<file path="config.mk">
export PLATFORM = sky130hd
export DESIGN_NAME = lcou_unit
export DESIGN_NICKNAME = d
export VERILOG_FILES = /design/src/logic/lcou_pkg.sv /design/src/logic/lcou_unit.sv
export SDC_FILE = /design/constraint.sdc
export NUM_CORES = 1
export LEC_CHECK = 0
export ABC_CLOCK_PERIOD_IN_PS = 3110
export BUFFER_PORTS_ARGS = -buffer_cell sky130_fd_sc_hd__buf_2
export CAP_MARGIN = 5
export CELL_PAD_IN_SITES_DETAIL_PLACEMENT = 1
export CELL_PAD_IN_SITES_GLOBAL_PLACEMENT = 1
export CORE_MARGIN = 5
export CORE_UTILIZATION = 40
export DETAILED_ROUTE_END_ITERATION = 16
export HOLD_SLACK_MARGIN = 0.02
export PLACE_DENSITY = 0.91
export SYNTH_ARGS = -nofsm -noshare
export SYNTH_HDL_FRONTEND = slang
export SYNTH_SLANG_ARGS = --single-unit
</file>
<file path="constraint.sdc">
create_clock -name ref_clk -period 3.11 [get_ports ref_clk]
set_input_delay 0.1555 -clock ref_clk [delete_from_list [all_inputs] [get_ports ref_clk]]
set_output_delay 0.1555 -clock ref_clk [all_outputs]
set_load 0.01 [all_outputs]
</file>
<file path="src/logic/lcou_pkg.sv">
// Purpose: Shared constants and types for the logic complement/OR unit
// Assumes: 16-bit data words, 36-bit accumulators
// Notes: Opcode and addressing encodings are local to this block
package lcou_pkg;
	localparam int unsigned WORD_W = 16;
	localparam int unsigned ACC_W = 36;
	localparam int unsigned ACC_MID_LO = 16;
	localparam int unsigned ACC_MID_HI = 31;
	localparam int unsigned SHORT_ADDR_W = 6;
	// Condition-code bit positions
	localparam int unsigned CC_C = 0;
	localparam int unsigned CC_V = 1;
	localparam int unsigned CC_Z = 2;
	localparam int unsigned CC_N = 3;
	localparam int unsigned CC_L = 6;
	localparam int unsigned CC_W = 8;
	localparam logic [7:0] CC_RESET = 8'h00;
	localparam logic [15:0] ALL_ONES_MASK = 16'hffff;
	// Cycle counts per form
	localparam logic [2:0] CYC_SHORT = 3'h2;
	localparam logic [2:0] CYC_RMW_NEAR = 3'h4;
	localparam logic [2:0] CYC_RMW_FAR = 3'h6;
	// Program words per form
	localparam logic [1:0] WORDS_ONE = 2'h1;
	localparam logic [1:0] WORDS_TWO = 2'h2;
	localparam logic [1:0] WORDS_THREE = 2'h3;
	// Register codes of the any_register_field
	localparam logic [4:0] REG_HARDWARE_STACK = 5'h1f;
	localparam logic [4:0] REG_STATUS = 5'h19;

	typedef enum logic [2:0] {
		LCOU_OP_NOT,
		LCOU_OP_OR,
		LCOU_OP_COMPLEMENT_WITH_CARRY_OP,
		LCOU_OP_ORC
	} lcou_op_e;

	// Target kinds
	typedef enum logic [2:0] {
		LCOU_TGT_ACC,
		LCOU_TGT_REG,
		LCOU_TGT_SHORT_ABS,
		LCOU_TGT_SHORT_IO,
		LCOU_TGT_PTR_OFS,
		LCOU_TGT_STACK_OFS,
		LCOU_TGT_LONG_ABS
	} lcou_tgt_e;
endpackage

</file>
<file path="src/logic/lcou_unit.sv">
// Purpose: Logic complement and inclusive-OR slice of the core datapath
// Assumes: Decoder presents one operation per start pulse; memory answers
//          a read in the cycle after mem_rd
//          Only one request in flight; operands may change once taken
// Notes: Complement-with-carry runs as bit-field change with an all-ones
//        mask; OR-immediate runs as bit-field set with its immediate mask
//        Memory read data is taken one cycle after the read pulse, so the
//        near forms merge it in the finishing cycle itself
//        No saturation path exists here: logical results are raw patterns
//        A status destination of the bit-field forms takes its operand from the live flag bits
`timescale 1ns/1ns
`default_nettype none

module lcou_unit (
	input wire logic ref_clk, // Core clock
	input wire logic rstn, // Asynchronous reset, active low
	input wire logic start, // One-cycle request from decoder
	input wire lcou_pkg::lcou_op_e op, // Operation
	input wire lcou_pkg::lcou_tgt_e tgt, // Target kind
	input wire logic [4:0] any_register_field, // Register code
	input wire logic [15:0] mask16, // Immediate mask for OR-immediate
	input wire logic [15:0] src_word, // Source word for register OR
	input wire logic [15:0] reg_value, // Current 16-bit register value
	input wire logic [35:0] acc_value, // Current accumulator value
	input wire logic [15:0] ea_addr, // Effective memory address
	input wire logic src_limited, // Limiting seen on 36-bit source move
	input wire logic limit_mode_bit, // Saturation mode (ignored here)
	input wire logic [7:0] condition_code_bits, // Current CC bits
	input wire logic [15:0] mem_rdata, // Memory read data
	output logic busy, // Operation in progress
	output logic done, // Last cycle pulse
	output logic illegal, // Rejected request pulse
	output logic [1:0] words_used, // Program words of last op
	output logic reg_we, // Register write pulse
	output logic [4:0] reg_wsel, // Register written
	output logic [15:0] reg_wdata, // Register write data
	output logic acc_we, // Accumulator write pulse
	output logic [35:0] acc_wdata, // Accumulator write data
	output logic mem_rd, // Memory read pulse
	output logic mem_we, // Memory write pulse
	output logic mem_io, // Access targets peripheral space
	output logic [15:0] mem_addr, // Memory address
	output logic [15:0] mem_wdata, // Memory write data
	output logic cc_we, // Condition code write pulse
	output logic [7:0] cc_out // New condition code bits
);
	import lcou_pkg::*;

	typedef enum logic [1:0] {
		LCOU_IDLE,
		LCOU_READ,
		LCOU_WAIT,
		LCOU_FINISH
	} lcou_state_e;

	typedef struct packed {
		// Sequencer
		lcou_state_e st;
		logic [2:0] cnt;
		// Request latched on the taking edge
		lcou_op_e op;
		lcou_tgt_e tgt;
		logic [15:0] mask;
		logic [15:0] operand;
		logic [35:0] acc;
		logic [4:0] rsel;
		logic lim;
		logic [7:0] cc_in;
		// Registered outputs
		logic busy;
		logic done;
		logic illegal;
		logic [1:0] words;
		logic reg_we;
		logic [15:0] reg_wdata;
		logic acc_we;
		logic [35:0] acc_wdata;
		logic mem_rd;
		logic rd_pend; // Read word is on the bus this cycle
		logic mem_we;
		logic mem_io;
		logic [15:0] mem_addr;
		logic [15:0] mem_wdata;
		logic cc_we;
		logic [7:0] cc;
	} lcou_s;

	lcou_s s_reg;
	lcou_s s_next;

	// -----------------------------------------------------------------
	// Helper functions
	// -----------------------------------------------------------------
	// Plain forms work on register and accumulator targets only; memory is refused for them
	function automatic logic lcou_plain_op(input lcou_op_e o);
		return (o == LCOU_OP_NOT || o == LCOU_OP_OR);
	endfunction

	// Targets reached through the data memory port
	function automatic logic lcou_mem_tgt(input lcou_tgt_e t);
		return (t != LCOU_TGT_ACC && t != LCOU_TGT_REG);
	endfunction

	// Status destination: a condition bit moves only where the mask is set,
	// so software can touch one flag without disturbing the others
	function automatic logic [7:0] lcou_merge_cc(input logic [7:0] cc,
		input logic [7:0] res, input logic [7:0] msk);
		return (cc & ~msk) | (res & msk);
	endfunction

	// Flag update for the plain forms; result word is bits 31..16 or reg
	function automatic logic [7:0] lcou_plain_cc(input logic [7:0] cc,
		input logic [15:0] res);
		logic [7:0] r;
		r = cc;
		r[CC_N] = res[WORD_W-1];
		r[CC_Z] = (res == 16'h0000);
		r[CC_V] = 1'b0;
		return r;
	endfunction

	// Cycle budget of a bit-field form by target kind
	function automatic logic [2:0] lcou_rmw_cycles(input lcou_tgt_e t);
		logic [2:0] c;
		c = CYC_RMW_NEAR;
		if (t == LCOU_TGT_PTR_OFS || t == LCOU_TGT_STACK_OFS ||
			t == LCOU_TGT_LONG_ABS) begin
			c = CYC_RMW_FAR;
		end
		return c;
	endfunction

	// -----------------------------------------------------------------
	// Next-state logic
	// -----------------------------------------------------------------
	// The limit mode input is deliberately never read: logical results are
	// raw bit patterns, so saturation would corrupt them.
	always_comb begin
		logic [15:0] res;
		logic [15:0] mask_eff;
		logic is_mem;
		logic [7:0] ncc;
		logic [15:0] opnd;
		res = 16'h0000;
		ncc = 8'h00;
		opnd = 16'h0000;
		s_next = s_reg;
		// Pulses default low; each state raises only what it drives
		s_next.done = 1'b0;
		s_next.illegal = 1'b0;
		s_next.reg_we = 1'b0;
		s_next.acc_we = 1'b0;
		s_next.mem_rd = 1'b0;
		s_next.mem_we = 1'b0;
		s_next.cc_we = 1'b0;
		is_mem = lcou_mem_tgt(s_reg.tgt);
		mask_eff = (s_reg.op == LCOU_OP_COMPLEMENT_WITH_CARRY_OP) ? ALL_ONES_MASK : s_reg.mask;
		// Memory answers one cycle after the read pulse; the word is taken
		// on that edge, since merging the bus any earlier would pick up
		// whatever stale value the memory was still showing
		s_next.rd_pend = s_reg.mem_rd;
		opnd = s_reg.operand;
		if (is_mem && s_reg.rd_pend) begin
			opnd = mem_rdata;
		end
		unique case (s_reg.st)
			LCOU_IDLE: begin
				// A request is taken only here; a start pulse while busy is
				// dropped, so the decoder must wait for done
				if (start) begin
					s_next.op = op;
					s_next.tgt = tgt;
					s_next.rsel = any_register_field;
					s_next.mask = (op == LCOU_OP_COMPLEMENT_WITH_CARRY_OP) ? ALL_ONES_MASK
						: mask16;
					s_next.operand = (tgt == LCOU_TGT_ACC)
						? acc_value[ACC_MID_HI:ACC_MID_LO] : reg_value;
					// Status destination works on the live condition bits
					if (tgt == LCOU_TGT_REG && !lcou_plain_op(op) &&
						any_register_field == REG_STATUS) begin
						s_next.operand = {8'h00, condition_code_bits};
					end
					s_next.acc = acc_value;
					s_next.lim = src_limited;
					s_next.cc_in = condition_code_bits;
					s_next.mem_io = (tgt == LCOU_TGT_SHORT_IO);
					// Short forms keep only a 6-bit address
					if (tgt == LCOU_TGT_SHORT_ABS || tgt == LCOU_TGT_SHORT_IO) begin
						s_next.mem_addr = {10'h000,
							ea_addr[SHORT_ADDR_W-1:0]};
					end else begin
						s_next.mem_addr = ea_addr;
					end
					// Refused requests pulse illegal and write nothing
					if (lcou_plain_op(op) && lcou_mem_tgt(tgt)) begin
						s_next.illegal = 1'b1;
					end else if ((op == LCOU_OP_COMPLEMENT_WITH_CARRY_OP || op == LCOU_OP_ORC) &&
						tgt == LCOU_TGT_REG &&
						any_register_field == REG_HARDWARE_STACK) begin
						s_next.illegal = 1'b1;
					end else begin
						// Accepted: count down from the form's cycle budget
						s_next.busy = 1'b1;
						if (lcou_plain_op(op)) begin
							// Plain forms skip the read phase entirely
							s_next.words = WORDS_ONE;
							s_next.cnt = CYC_SHORT - 3'h1;
							if (op == LCOU_OP_NOT) begin
								s_next.operand = ~s_next.operand;
							end else begin
								s_next.operand = s_next.operand
									| src_word;
							end
							s_next.st = LCOU_FINISH;
						end else begin
							s_next.words = (tgt == LCOU_TGT_LONG_ABS)
								? WORDS_THREE : WORDS_TWO;
							s_next.cnt = lcou_rmw_cycles(tgt) - 3'h1;
							s_next.st = LCOU_READ;
						end
					end
				end
			end
			LCOU_READ: begin
				// First destination access of the read-modify-write
				// Register and accumulator targets idle through the same
				// cycles, so each target kind keeps one fixed timing
				s_next.cnt = s_reg.cnt - 3'h1;
				if (is_mem) begin
					s_next.mem_rd = 1'b1;
				end
				s_next.st = LCOU_WAIT;
			end
			LCOU_WAIT: begin
				s_next.cnt = s_reg.cnt - 3'h1;
				// Keeps the read word once it has arrived
				s_next.operand = opnd;
				if (s_reg.cnt == 3'h2) begin
					s_next.st = LCOU_FINISH;
				end
			end
			LCOU_FINISH: begin
				// Single write-back cycle: result, flags and done together;
				// carry is judged on the operand before the change
				if (lcou_plain_op(s_reg.op)) begin
					// Only N, Z and V move; carry and limit are kept
					res = s_reg.operand;
					ncc = lcou_plain_cc(s_reg.cc_in, res);
				end else begin
					if (s_reg.op == LCOU_OP_COMPLEMENT_WITH_CARRY_OP) begin
						res = opnd ^ mask_eff;
					end else begin
						res = opnd | mask_eff;
					end
					ncc = s_reg.cc_in;
					if (s_reg.tgt == LCOU_TGT_REG && s_reg.rsel == REG_STATUS) begin
						// Status target: masked condition bits only
						ncc = lcou_merge_cc(s_reg.cc_in, res[CC_W-1:0],
							mask_eff[CC_W-1:0]);
					end else begin
						ncc[CC_L] = s_reg.lim;
						// Carry: all masked bits were set beforehand
						ncc[CC_C] = ((opnd & mask_eff)
							== mask_eff);
					end
				end
				s_next.cc = ncc;
				s_next.cc_we = 1'b1;
				if (s_reg.tgt == LCOU_TGT_ACC) begin
					s_next.acc_wdata = {s_reg.acc[ACC_W-1:ACC_MID_HI+1], res,
						s_reg.acc[ACC_MID_LO-1:0]};
					s_next.acc_we = 1'b1;
				end else if (s_reg.tgt == LCOU_TGT_REG) begin
					s_next.reg_wdata = res;
					s_next.reg_we = !(s_reg.rsel == REG_STATUS &&
						!lcou_plain_op(s_reg.op));
					if (s_reg.rsel == REG_STATUS && !s_next.reg_we) begin
						s_next.cc_we = 1'b1;
					end
				end else begin
					s_next.mem_wdata = res;
					s_next.mem_we = 1'b1;
				end
				s_next.done = 1'b1;
				s_next.busy = 1'b0;
				s_next.st = LCOU_IDLE;
			end
		endcase
	end

	// -----------------------------------------------------------------
	// State register
	// -----------------------------------------------------------------
	// Flops clear to zero; the condition copy starts from its reset pattern
	always_ff @(posedge ref_clk or negedge rstn) begin
		if (!rstn) begin
			s_reg <= '0;
			s_reg.cc <= CC_RESET;
		end else begin
			s_reg <= s_next;
		end
	end

	// -----------------------------------------------------------------
	// Outputs
	// -----------------------------------------------------------------
	// Outputs straight from the state flops; no logic sits after them,
	// so the decoder sees glitch-free pulses
	assign busy = s_reg.busy;
	assign done = s_reg.done;
	assign illegal = s_reg.illegal;
	assign words_used = s_reg.words;
	assign reg_we = s_reg.reg_we;
	assign reg_wsel = s_reg.rsel;
	assign reg_wdata = s_reg.reg_wdata;
	assign acc_we = s_reg.acc_we;
	assign acc_wdata = s_reg.acc_wdata;
	assign mem_rd = s_reg.mem_rd;
	assign mem_we = s_reg.mem_we;
	assign mem_io = s_reg.mem_io;
	assign mem_addr = s_reg.mem_addr;
	assign mem_wdata = s_reg.mem_wdata;
	assign cc_we = s_reg.cc_we;
	assign cc_out = s_reg.cc;
endmodule

`default_nettype wire

</file>
==> impl_metrics.ini, run 1 <==
[setup_path]
cp.depth = 9
cp_max_fo = 9
arrival_ns = 3.07
rrSetupSlack_ns = 0.38
required_ns = 3.45
crit_chain = o21ai_1, buf_4, and2_1, a21oi_1, ha_1, nor4_1, nand4_1, mux2_1, o221ai_1
critPathBufInv = 1
r2r-start = s_reg[188]
critPathMaxStageDelay_ns = 0.51
cpMaxStageDelayCell = dfrtp_1
path_delay_family = simple AND/OR/NAND/NOR gates
worstRegToRegCells = 9
worst-setup-path-type = flop to flop
critPathLaunch = s_reg[188]
startpoint_type = flop
endpoint_kind = flop

[synth]
yosysUniqueCellTypes = 66
synthCells = 1051
syn-num-nets = 1229
ys_ff_latch = 180
async_reset_ff_share_pct = 100.0
synth_flop_cell = dfrtp_1
syn_area_per_cell_um2 = 9.631
yosys_warnings = 0
synth_area_um2 = 10120
ys_seq_area_share_pct = 44.50
synth_edf_count = 0

[sta]
fin_crit_ns = 2.727
skew_ns = 0.01199
max-slew-margin-rel_pct = 45.23
tightest_slew_ns = 0.8196
hold_viol = 0
post-route-period-util_pct = 87.69
rsz0062_at_grt = false
finalMaxSlewViolations = 0
setup-tns-final_ns = 0
final-setup-viol-count = 0
timing.hold.ws_ns = 0.04507
fmax_mhz = 366.7

[floorplanning]
core_um2 = 25040
die_w_um = 169.1
rows = 58
start_util_pct = 40.43
die_h_um = 169.1
ioPinCount = 248
die_area_um2 = 28590

[layout]
fin_nets = 1422
largest_reg_flops = 73
fin_cells = 1589
syn2layout_area_growth_pct = 21.15
final_common_cell = buf_2
num-fill-cells = 2875
final_cell_mix = buf_2, nand2_1, dfrtp_1
layout-drive-gt1-share_pct = 26.89
final_core_util_pct = 48.98

[clock_tree]
h-tree-depth = 4
tritoncts = yes
cts_buffers = 17
cts_buffer_depth = 2
clock_sinks = 180
clk_pin_slew_ns = 0.08
post-cts-setup-buffer-count = 0
root_buffer = clkbuf_16
clk_latency_ns = 0.44

[global_route]
grt.total_usage_pct = 25.04
grt_pass1_vias = 9747
antenna_found_initial = 1
grt-ovfl-total = 0
grt_pass1_wl_um = 56260
grt_max_degree = 92

[routing]
drt_first_pass_iters = 5
via_count = 9002
drt-total-wl_um = 36300
ant_nets = 0
drc = 0
first_iter_violations = 984
viasPerCell = 5.665
wl_per_cell_um = 22.85

[worst_hold_path]
min_path_type = input port to flop
hold-path-cell-count = 3
hold_start = any_register_field[2]

[power]
ir_drop_uv = 441.4
powerDensity_nw_per_um2 = 1044
power_leakage_nw = 6.011

[placement]
dp_cells = 1488
io_buffers = 246
place_hpwl_um = 23330
gp_congestion = 0.8612

[run]
maxCapViolations = 0

[run_status]
status = completed
==> what timing repair did <==
action	4_1_cts	5_1_grt
endpoints found under the setup margin	0	0
resized for setup	0	0
hold endpoints to repair	155	0
hold buffers	67	0
==> tightest hold or removal path, delay by kind of cell <==
| family | cells | cell delay [ns] |
|---|---|---|
| buf+inv | 1 | 0.12 |
| simple gates | 2 | 0.17 |
==> Yosys cell counts (2+ instances only) <==
cell	n	share of area, %
o221ai_1	3	0.26
and2_1	8	0.49
mux2i_1	52	5.1
o22ai_1	10	0.62
mux2_2	15	1.7
o22a_1	17	1.5
nand4_1	12	0.74
o21a_1	2	0.15
mux2_1	24	2.7
o21ai_1	51	2.5
o21ai_0	4	0.20
a31oi_1	8	0.49
a211o_1	7	0.61
buf_4	100	7.4
buf_2	18	0.89
nor4b_4	2	0.47
nor2b_1	12	0.74
inv_1	39	1.4
nor3_1	2	0.099
a22o_1	10	0.87
or4_1	2	0.15
nand2b_1	5	0.31
nand3_1	13	0.64
a21oi_1	38	1.9
or2_2	12	0.74
nand2_1	193	7.2
o31ai_1	4	0.30
nor2_1	40	1.5
and3_1	9	0.56
ha_1	38	4.7
nor4_1	6	0.37
a221oi_1	9	0.78
dfrtp_1	180	44
a2111oi_2	2	0.30
a2111oi_1	6	0.59
clkbuf_1	33	1.2
o211ai_1	6	0.44
and4_1	2	0.17
buf_6	2	0.22
a311oi_1	14	1.2
nand3b_1	10	0.74
buf_1	6	0.22
or2_1	2	0.12
==> where the power goes <==
| part | internal [mW] | leakage, nW | switching, mW |
|---|---|---|---|
| clock network | 1.23 | 0.299 | 1.09 |
| registers | 3.42 | 2.17 | 0.860 |
| logic | 2.36 | 3.54 | 3.84 |
==> logic make-up (layout without fill, tap and decap cells) <==
logic type      after synthesis  after routing  share of synthesized area, %
buf+inv                     199            405                         11.46
flops                       180            180                         44.50
fa+ha+maj                    38             38                         4.697
simple gates                342            342                         16.28
mux                          92             92                         9.617
other cells                   0              2                             0
compound gates              200            200                         13.45
==> final cells by class <==
type | count | area (um^2) | share of cell area (%)
antenna | 2 | 5.005 | 0.04081
timing repair buffer | 333 | 2111 | 17.21
inverter | 40 | 150.1 | 1.224
sequential | 180 | 4504 | 36.73
clock buffer | 18 | 429.2 | 3.500
multi-input combinational | 672 | 4471 | 36.46
tap | 330 | 412.9 | 3.367
clock inverter | 14 | 180.2 | 1.469
==> through the flow <==
stage | setup WS [ns] | area (um^2) | total power, mW
floorplan | 0.7015 | 10120 | 8.487
global placement | 0.6723 | 10980 | 9.532
detailed placement | 0.6036 | 10980 | 9.978
CTS | 0.5503 | 12260 | 12.54
global route | 0.3159 | 12260 | 13.52
finish | 0.3828 | 12260 | 12.81
==> final timing paths <==
path                                 end
hold reg to reg                s_reg[43]
hold / removal               reg_wsel[2]
min in group asynchronous  reg_wdata[10]
setup reg to reg               cc_out[0]
setup / recovery               cc_out[0]
max in group asynchronous     s_reg[156]
==> layer usage <==
layer,up-vias,global-route usage [%],share of wire [%]
li1,3932,-,-
met1,4445,32.09,41
met2,495,40.98,48
met3,130,4.811,7.1
met4,0,11.80,4.6
met5,-,0,0
Note: power is estimated with default switching activity, not from simulation.
==> run 2: changes to the inputs <==
--- a/config.mk
+++ b/config.mk
@@ -5,7 +5,7 @@
 export SDC_FILE = /design/constraint.sdc
 export NUM_CORES = 1
 export LEC_CHECK = 0
-export ABC_CLOCK_PERIOD_IN_PS = 3110
+export ABC_CLOCK_PERIOD_IN_PS = 3300
 export BUFFER_PORTS_ARGS = -buffer_cell sky130_fd_sc_hd__buf_2
 export CAP_MARGIN = 5
 export CELL_PAD_IN_SITES_DETAIL_PLACEMENT = 1
==> constraint.sdc (replaced) <==
create_clock -name ref_clk -period 3.3 [get_ports ref_clk]
set_input_delay 0.165 -clock ref_clk [delete_from_list [all_inputs] [get_ports ref_clk]]
set_output_delay 0.165 -clock ref_clk [all_outputs]
set_load 0.01 [all_outputs]
==> run 2 against run 1 <==
Against the previous run:
- flip-flop and latch count stayed put
- cell count is 0.13% lower
- utilization is 0.38 points lower
- total power is 8.4% lower
- register-to-register slack worse by 0.04 ns
- largest power group unchanged
- global-route usage is 0.45 points lower
- first-iteration DRC count is 0.91% lower
- setup slack worse by 0.035 ns
- routed wire length is 3.0% lower
- clock power is 14% lower
==> impl_metrics.ini, run 2 (synthesized netlist as in run 1, its figures left out) <==
[routing]
first_iter_violations = 975
wl_per_cell_um = 22.20
drt_first_pass_iters = 5
via_count = 8886
ant_nets = 0
drc = 0
drt-total-wl_um = 35230
viasPerCell = 5.599

[clock_tree]
root_buffer = clkbuf_16
clk_pin_slew_ns = 0.08
tritoncts = yes
post-cts-setup-buffer-count = 0
cts_buffer_depth = 2
cts_buffers = 17
clk_latency_ns = 0.43
h-tree-depth = 4
clock_sinks = 180

[power]
ir_drop_uv = 531.5
power_mw = 11.73
powerDensity_nw_per_um2 = 964.4
power_leakage_nw = 5.979

[run]
maxCapViolations = 0

[floorplanning]
die_area_um2 = 28590
ioPinCount = 248
die_h_um = 169.1
start_util_pct = 40.43
rows = 58
core_um2 = 25040
die_w_um = 169.1

[sta]
fmax_mhz = 338.7
max-slew-margin-rel_pct = 28.90
fin_crit_ns = 2.952
tightest_slew_ns = 1.066
setup-tns-final_ns = 0
rsz0062_at_grt = false
finalMaxSlewViolations = 0
final-setup-viol-count = 0
hold_viol = 0
post-route-period-util_pct = 89.47
skew_ns = 0.01314

[setup_path]
arrival_ns = 3.29
critPathLaunch = s_reg[188]
worstReg2RegEnd = cc_out[0]
worst-setup-path-type = flop to flop
endpoint_kind = flop
r2r-start = s_reg[188]
required_ns = 3.64
cp_max_fo = 39
startpoint_type = flop
rrSetupSlack_ns = 0.35
worstRegToRegCells = 8

[placement]
io_buffers = 246
place_hpwl_um = 23300
gp_congestion = 0.8804

[worst_hold_path]
hold-path-cell-count = 3
hold_start = any_register_field[1]
hold_path_end = reg_wsel[1]
min_path_type = input port to flop

[layout]
syn2layout_area_growth_pct = 20.21
final_cell_mix = buf_2, nand2_1, dfrtp_1
final_common_cell = buf_2
largest_reg_flops = 73
fin_nets = 1421
layout-drive-gt1-share_pct = 26.91

[global_route]
grt_pass1_wl_um = 55030
grt_max_degree = 85
grt_pass1_vias = 9672
grt-ovfl-total = 0
grt.total_usage_pct = 24.59
antenna_found_initial = 2

[run_status]
status = completed
run 2: cell types whose count changed in the layout (fill, tap and decap cells not counted):
cell | before | now
inv_6 | 5 | 3
buf_4 | 16 | 19
buf_12 | 4 | 1
dlygate4sd3_1 | 67 | 66
inv_8 | 3 | 5
diode_2 | 2 | 1
clkinv_2 | 0 | 2
bufinv_16 | 2 | 0
run 2: layer usage:
layer,global-route usage [%],part of all wire (%)
met3,4.881,6.0
met4,10.75,4.4
met5,0,0.031
met2,40.75,48
met1,31.33,41
run 2: timing repair:
action / CTS / global route
resized for setup: 0 / 0
setup endpoints to repair: 0 / 0
hold endpoints to repair: 145 / 0
hold buffers: 66 / 0
run 2: worst max-delay path, cell delays in order (launching register included):
cell and delay, ns:
dfrtp_1 0.56, o21a_1 0.20, buf_4 0.38, a21oi_1 0.27
ha_1 0.29, nor4_1 0.45, nand4_1 0.18, mux2_1 0.34
o221ai_1 0.17
run 2: stage by stage:
stage	hold slack [ns]	setup slack (ns)	util (%)	instances	area, um^2
after floorplan	-0.1306	0.8915	-	1051	10120
after global placement	0.2650	0.6669	43.70	1488	10940
after detailed placement	0.2645	0.5897	43.70	1488	10940
after CTS	0.02177	0.4482	48.59	1586	12170
after global routing	0.02263	0.2709	48.60	1587	12170
final	0.03605	0.3476	48.60	1587	12170
run 2: worst max path at each step:
stage                      to  slack [ns]  cells after the start
finish              cc_out[0]        0.35                      8
global route        cc_out[0]        0.27                      8
CTS                 cc_out[0]        0.45                      8
detailed placement  cc_out[0]        0.59                      8
global placement    cc_out[0]        0.67                      8
floorplan           cc_out[0]        0.89                     10
run 2: power breakdown:
| part | internal (mW) | total [mW] | switching, mW |
|---|---|---|---|
| logic | 2.20 | 5.71 | 3.51 |
| registers | 3.23 | 4.02 | 0.794 |
| clock network | 1.01 | 2.00 | 0.995 |
run 2: final cells by class:
| type | instances | area [um^2] |
|---|---|---|
| fill | 2889 | 12870 |
| clock buffer | 18 | 429.2 |
| clock inverter | 14 | 135.1 |
| tap | 330 | 412.9 |
| timing repair buffer | 332 | 2063 |
| sequential | 180 | 4504 |
| inverter | 40 | 150.1 |
| antenna | 1 | 2.502 |
| multi-input combinational | 672 | 4471 |
==> run 3: changes to the inputs <==
--- a/config.mk
+++ b/config.mk
@@ -10,6 +10,7 @@
 export CAP_MARGIN = 5
 export CELL_PAD_IN_SITES_DETAIL_PLACEMENT = 1
 export CELL_PAD_IN_SITES_GLOBAL_PLACEMENT = 1
+export CORE_ASPECT_RATIO = 1.75
 export CORE_MARGIN = 5
 export CORE_UTILIZATION = 40
 export DETAILED_ROUTE_END_ITERATION = 16
==> run 3 against run 2 <==
Against the previous run:
- combinational power rose by 1%
- cell count about the same
- clock skew shrank 0.0046 ns
- utilization rose by 0.18 points
- global-route usage grew 1.5 points
- highest routed layer is now met4
- largest cell class unchanged
- non-clock buffer count is 8 higher
- design area grew 0.80%
- critical endpoint unchanged
- routed wire length up 4.5%
- setup slack got worse by 0.16 ns
- worst hold slack better by 0.0089 ns
- largest power group unchanged
==> impl_metrics.ini, run 3 (synthesized netlist as in run 1, its figures left out) <==
[run_status]
status = completed

[global_route]
grt_pass1_vias = 10110
grt-ovfl-total = 0
antenna_found_initial = 6
grt.total_usage_pct = 26.09
grt_pass1_wl_um = 57380
grt_max_degree = 82

[sta]
skew_ns = 0.008554
finalMaxSlewViolations = 0
setup-tns-final_ns = 0
post-route-period-util_pct = 94.18
setup_slack_ns = 0.1921
fin_crit_ns = 3.108
timing.hold.ws_ns = 0.04494
final-setup-viol-count = 0
hold_viol = 0
fmax_mhz = 321.8
tightest_slew_ns = 0.8786
rsz0062_at_grt = false
max-slew-margin-rel_pct = 41.24

[setup_path]
arrival_ns = 3.48
required_ns = 3.67
cp_max_fo = 24
worst-setup-path-type = flop to flop
endpoint_kind = flop
startpoint_type = flop

[power]
combPwrFrac_pct = 48.7
p_int_mw = 6.567
powerDensity_nw_per_um2 = 966.5
p_sw_mw = 5.288
pwr-share-seq_pct = 33.8
swShare_pct = 44.60
ir_drop_uv = 425.1
power_leakage_nw = 6.028
power_mw = 11.86
clkPwrFrac_pct = 17.5

[routing]
wl_per_cell_um = 23.21
ant_nets = 0
drt_first_pass_iters = 5
via_count = 9025
drt-total-wl_um = 36810
drc = 0
first_iter_violations = 594
viasPerCell = 5.690

[clock_tree]
tritoncts = yes
cts_resized = 0
clk_latency_ns = 0.46
clock_sinks = 180
root_buffer = clkbuf_16
cts_buffers = 17
cts_buffer_depth = 2
h-tree-depth = 4
clk_pin_slew_ns = 0.07

[layout]
final_cell_mix = buf_2, nand2_1, dfrtp_1
syn2layout_area_growth_pct = 21.17
final_common_cell = buf_2
final_core_util_pct = 48.78
largest_reg_flops = 73
layout-drive-gt1-share_pct = 27.06
fin_nets = 1429

[worst_hold_path]
min_path_type = input port to flop

[run]
maxCapViolations = 0

[floorplanning]
die_w_um = 130.3
die_area_um2 = 28710
rows = 77
ioPinCount = 248
core_um2 = 25150
die_h_um = 220.4
start_util_pct = 40.25

[placement]
io_buffers = 246
gp_congestion = 0.8591
dp_slack_ns = 0.5455
place_hpwl_um = 24580
[run 3: metal layers]
layer  global-route usage [%]  wire length, um
met1                    28.57            13400
met2                    44.62            18990
met3                    5.362             1748
met4                    17.86             2674
met5                        0                0
[run 3: path summary, 6_finish.rpt]
check                                   start         end  slack [ns]  cells after the start
worst min-delay path            mem_rdata[14]  s_reg[168]        0.04                      3
min in group asynchronous                rstn      mem_io        0.33                      2
worst min register to register         mem_rd   s_reg[43]        0.43                      0
worst max register to register      s_reg[43]   cc_out[0]        0.19                      7
max in group asynchronous                rstn  s_reg[165]        2.01                      3
worst max-delay path                s_reg[43]   cc_out[0]        0.19                      7
[run 3: area by class of cell]
class / count / area [um^2]
Tap cell: 316 / 395.4
Timing Repair Buffer: 340 / 2146
Fill cell: 2885 / 12880
Antenna cell: 6 / 15.01
Inverter: 40 / 150.1
Clock inverter: 12 / 117.6
Sequential cell: 180 / 4504
Clock buffer: 20 / 466.7
Multi-Input combinational cell: 672 / 4471
[run 3: what timing repair did]
item	in CTS	in global routing
hold buffers	71	0
endpoints found under the hold margin	149	0
setup buffers	0	0
[run 3: worst max-delay path: stages, from the launching register on]
cell and delay [ns]:
dfrtp_1 0.37, o21a_1 0.70, a21oi_1 0.29, ha_1 0.30
nor4_1 0.58, nand4_1 0.26, mux2_1 0.36, o221ai_1 0.15
[run 3: power by group through the flow]
stage	clock network [mW]	registers [mW]	logic (mW)
finish	2.08	4.00	5.77
global route	2.21	4.10	6.30
CTS	2.09	3.94	5.58
detailed placement	0	3.97	5.44
global placement	0	3.89	5.07
floorplan	0	3.72	4.28
[run 3: metrics by stage]
step | instance area (um^2) | std cells
2_1_floorplan | 10120 | 1051
3_3_place_gp | 10960 | 1477
3_5_place_dp | 10960 | 1477
4_1_cts | 12250 | 1580
5_1_grt | 12270 | 1586
6_report | 12270 | 1586
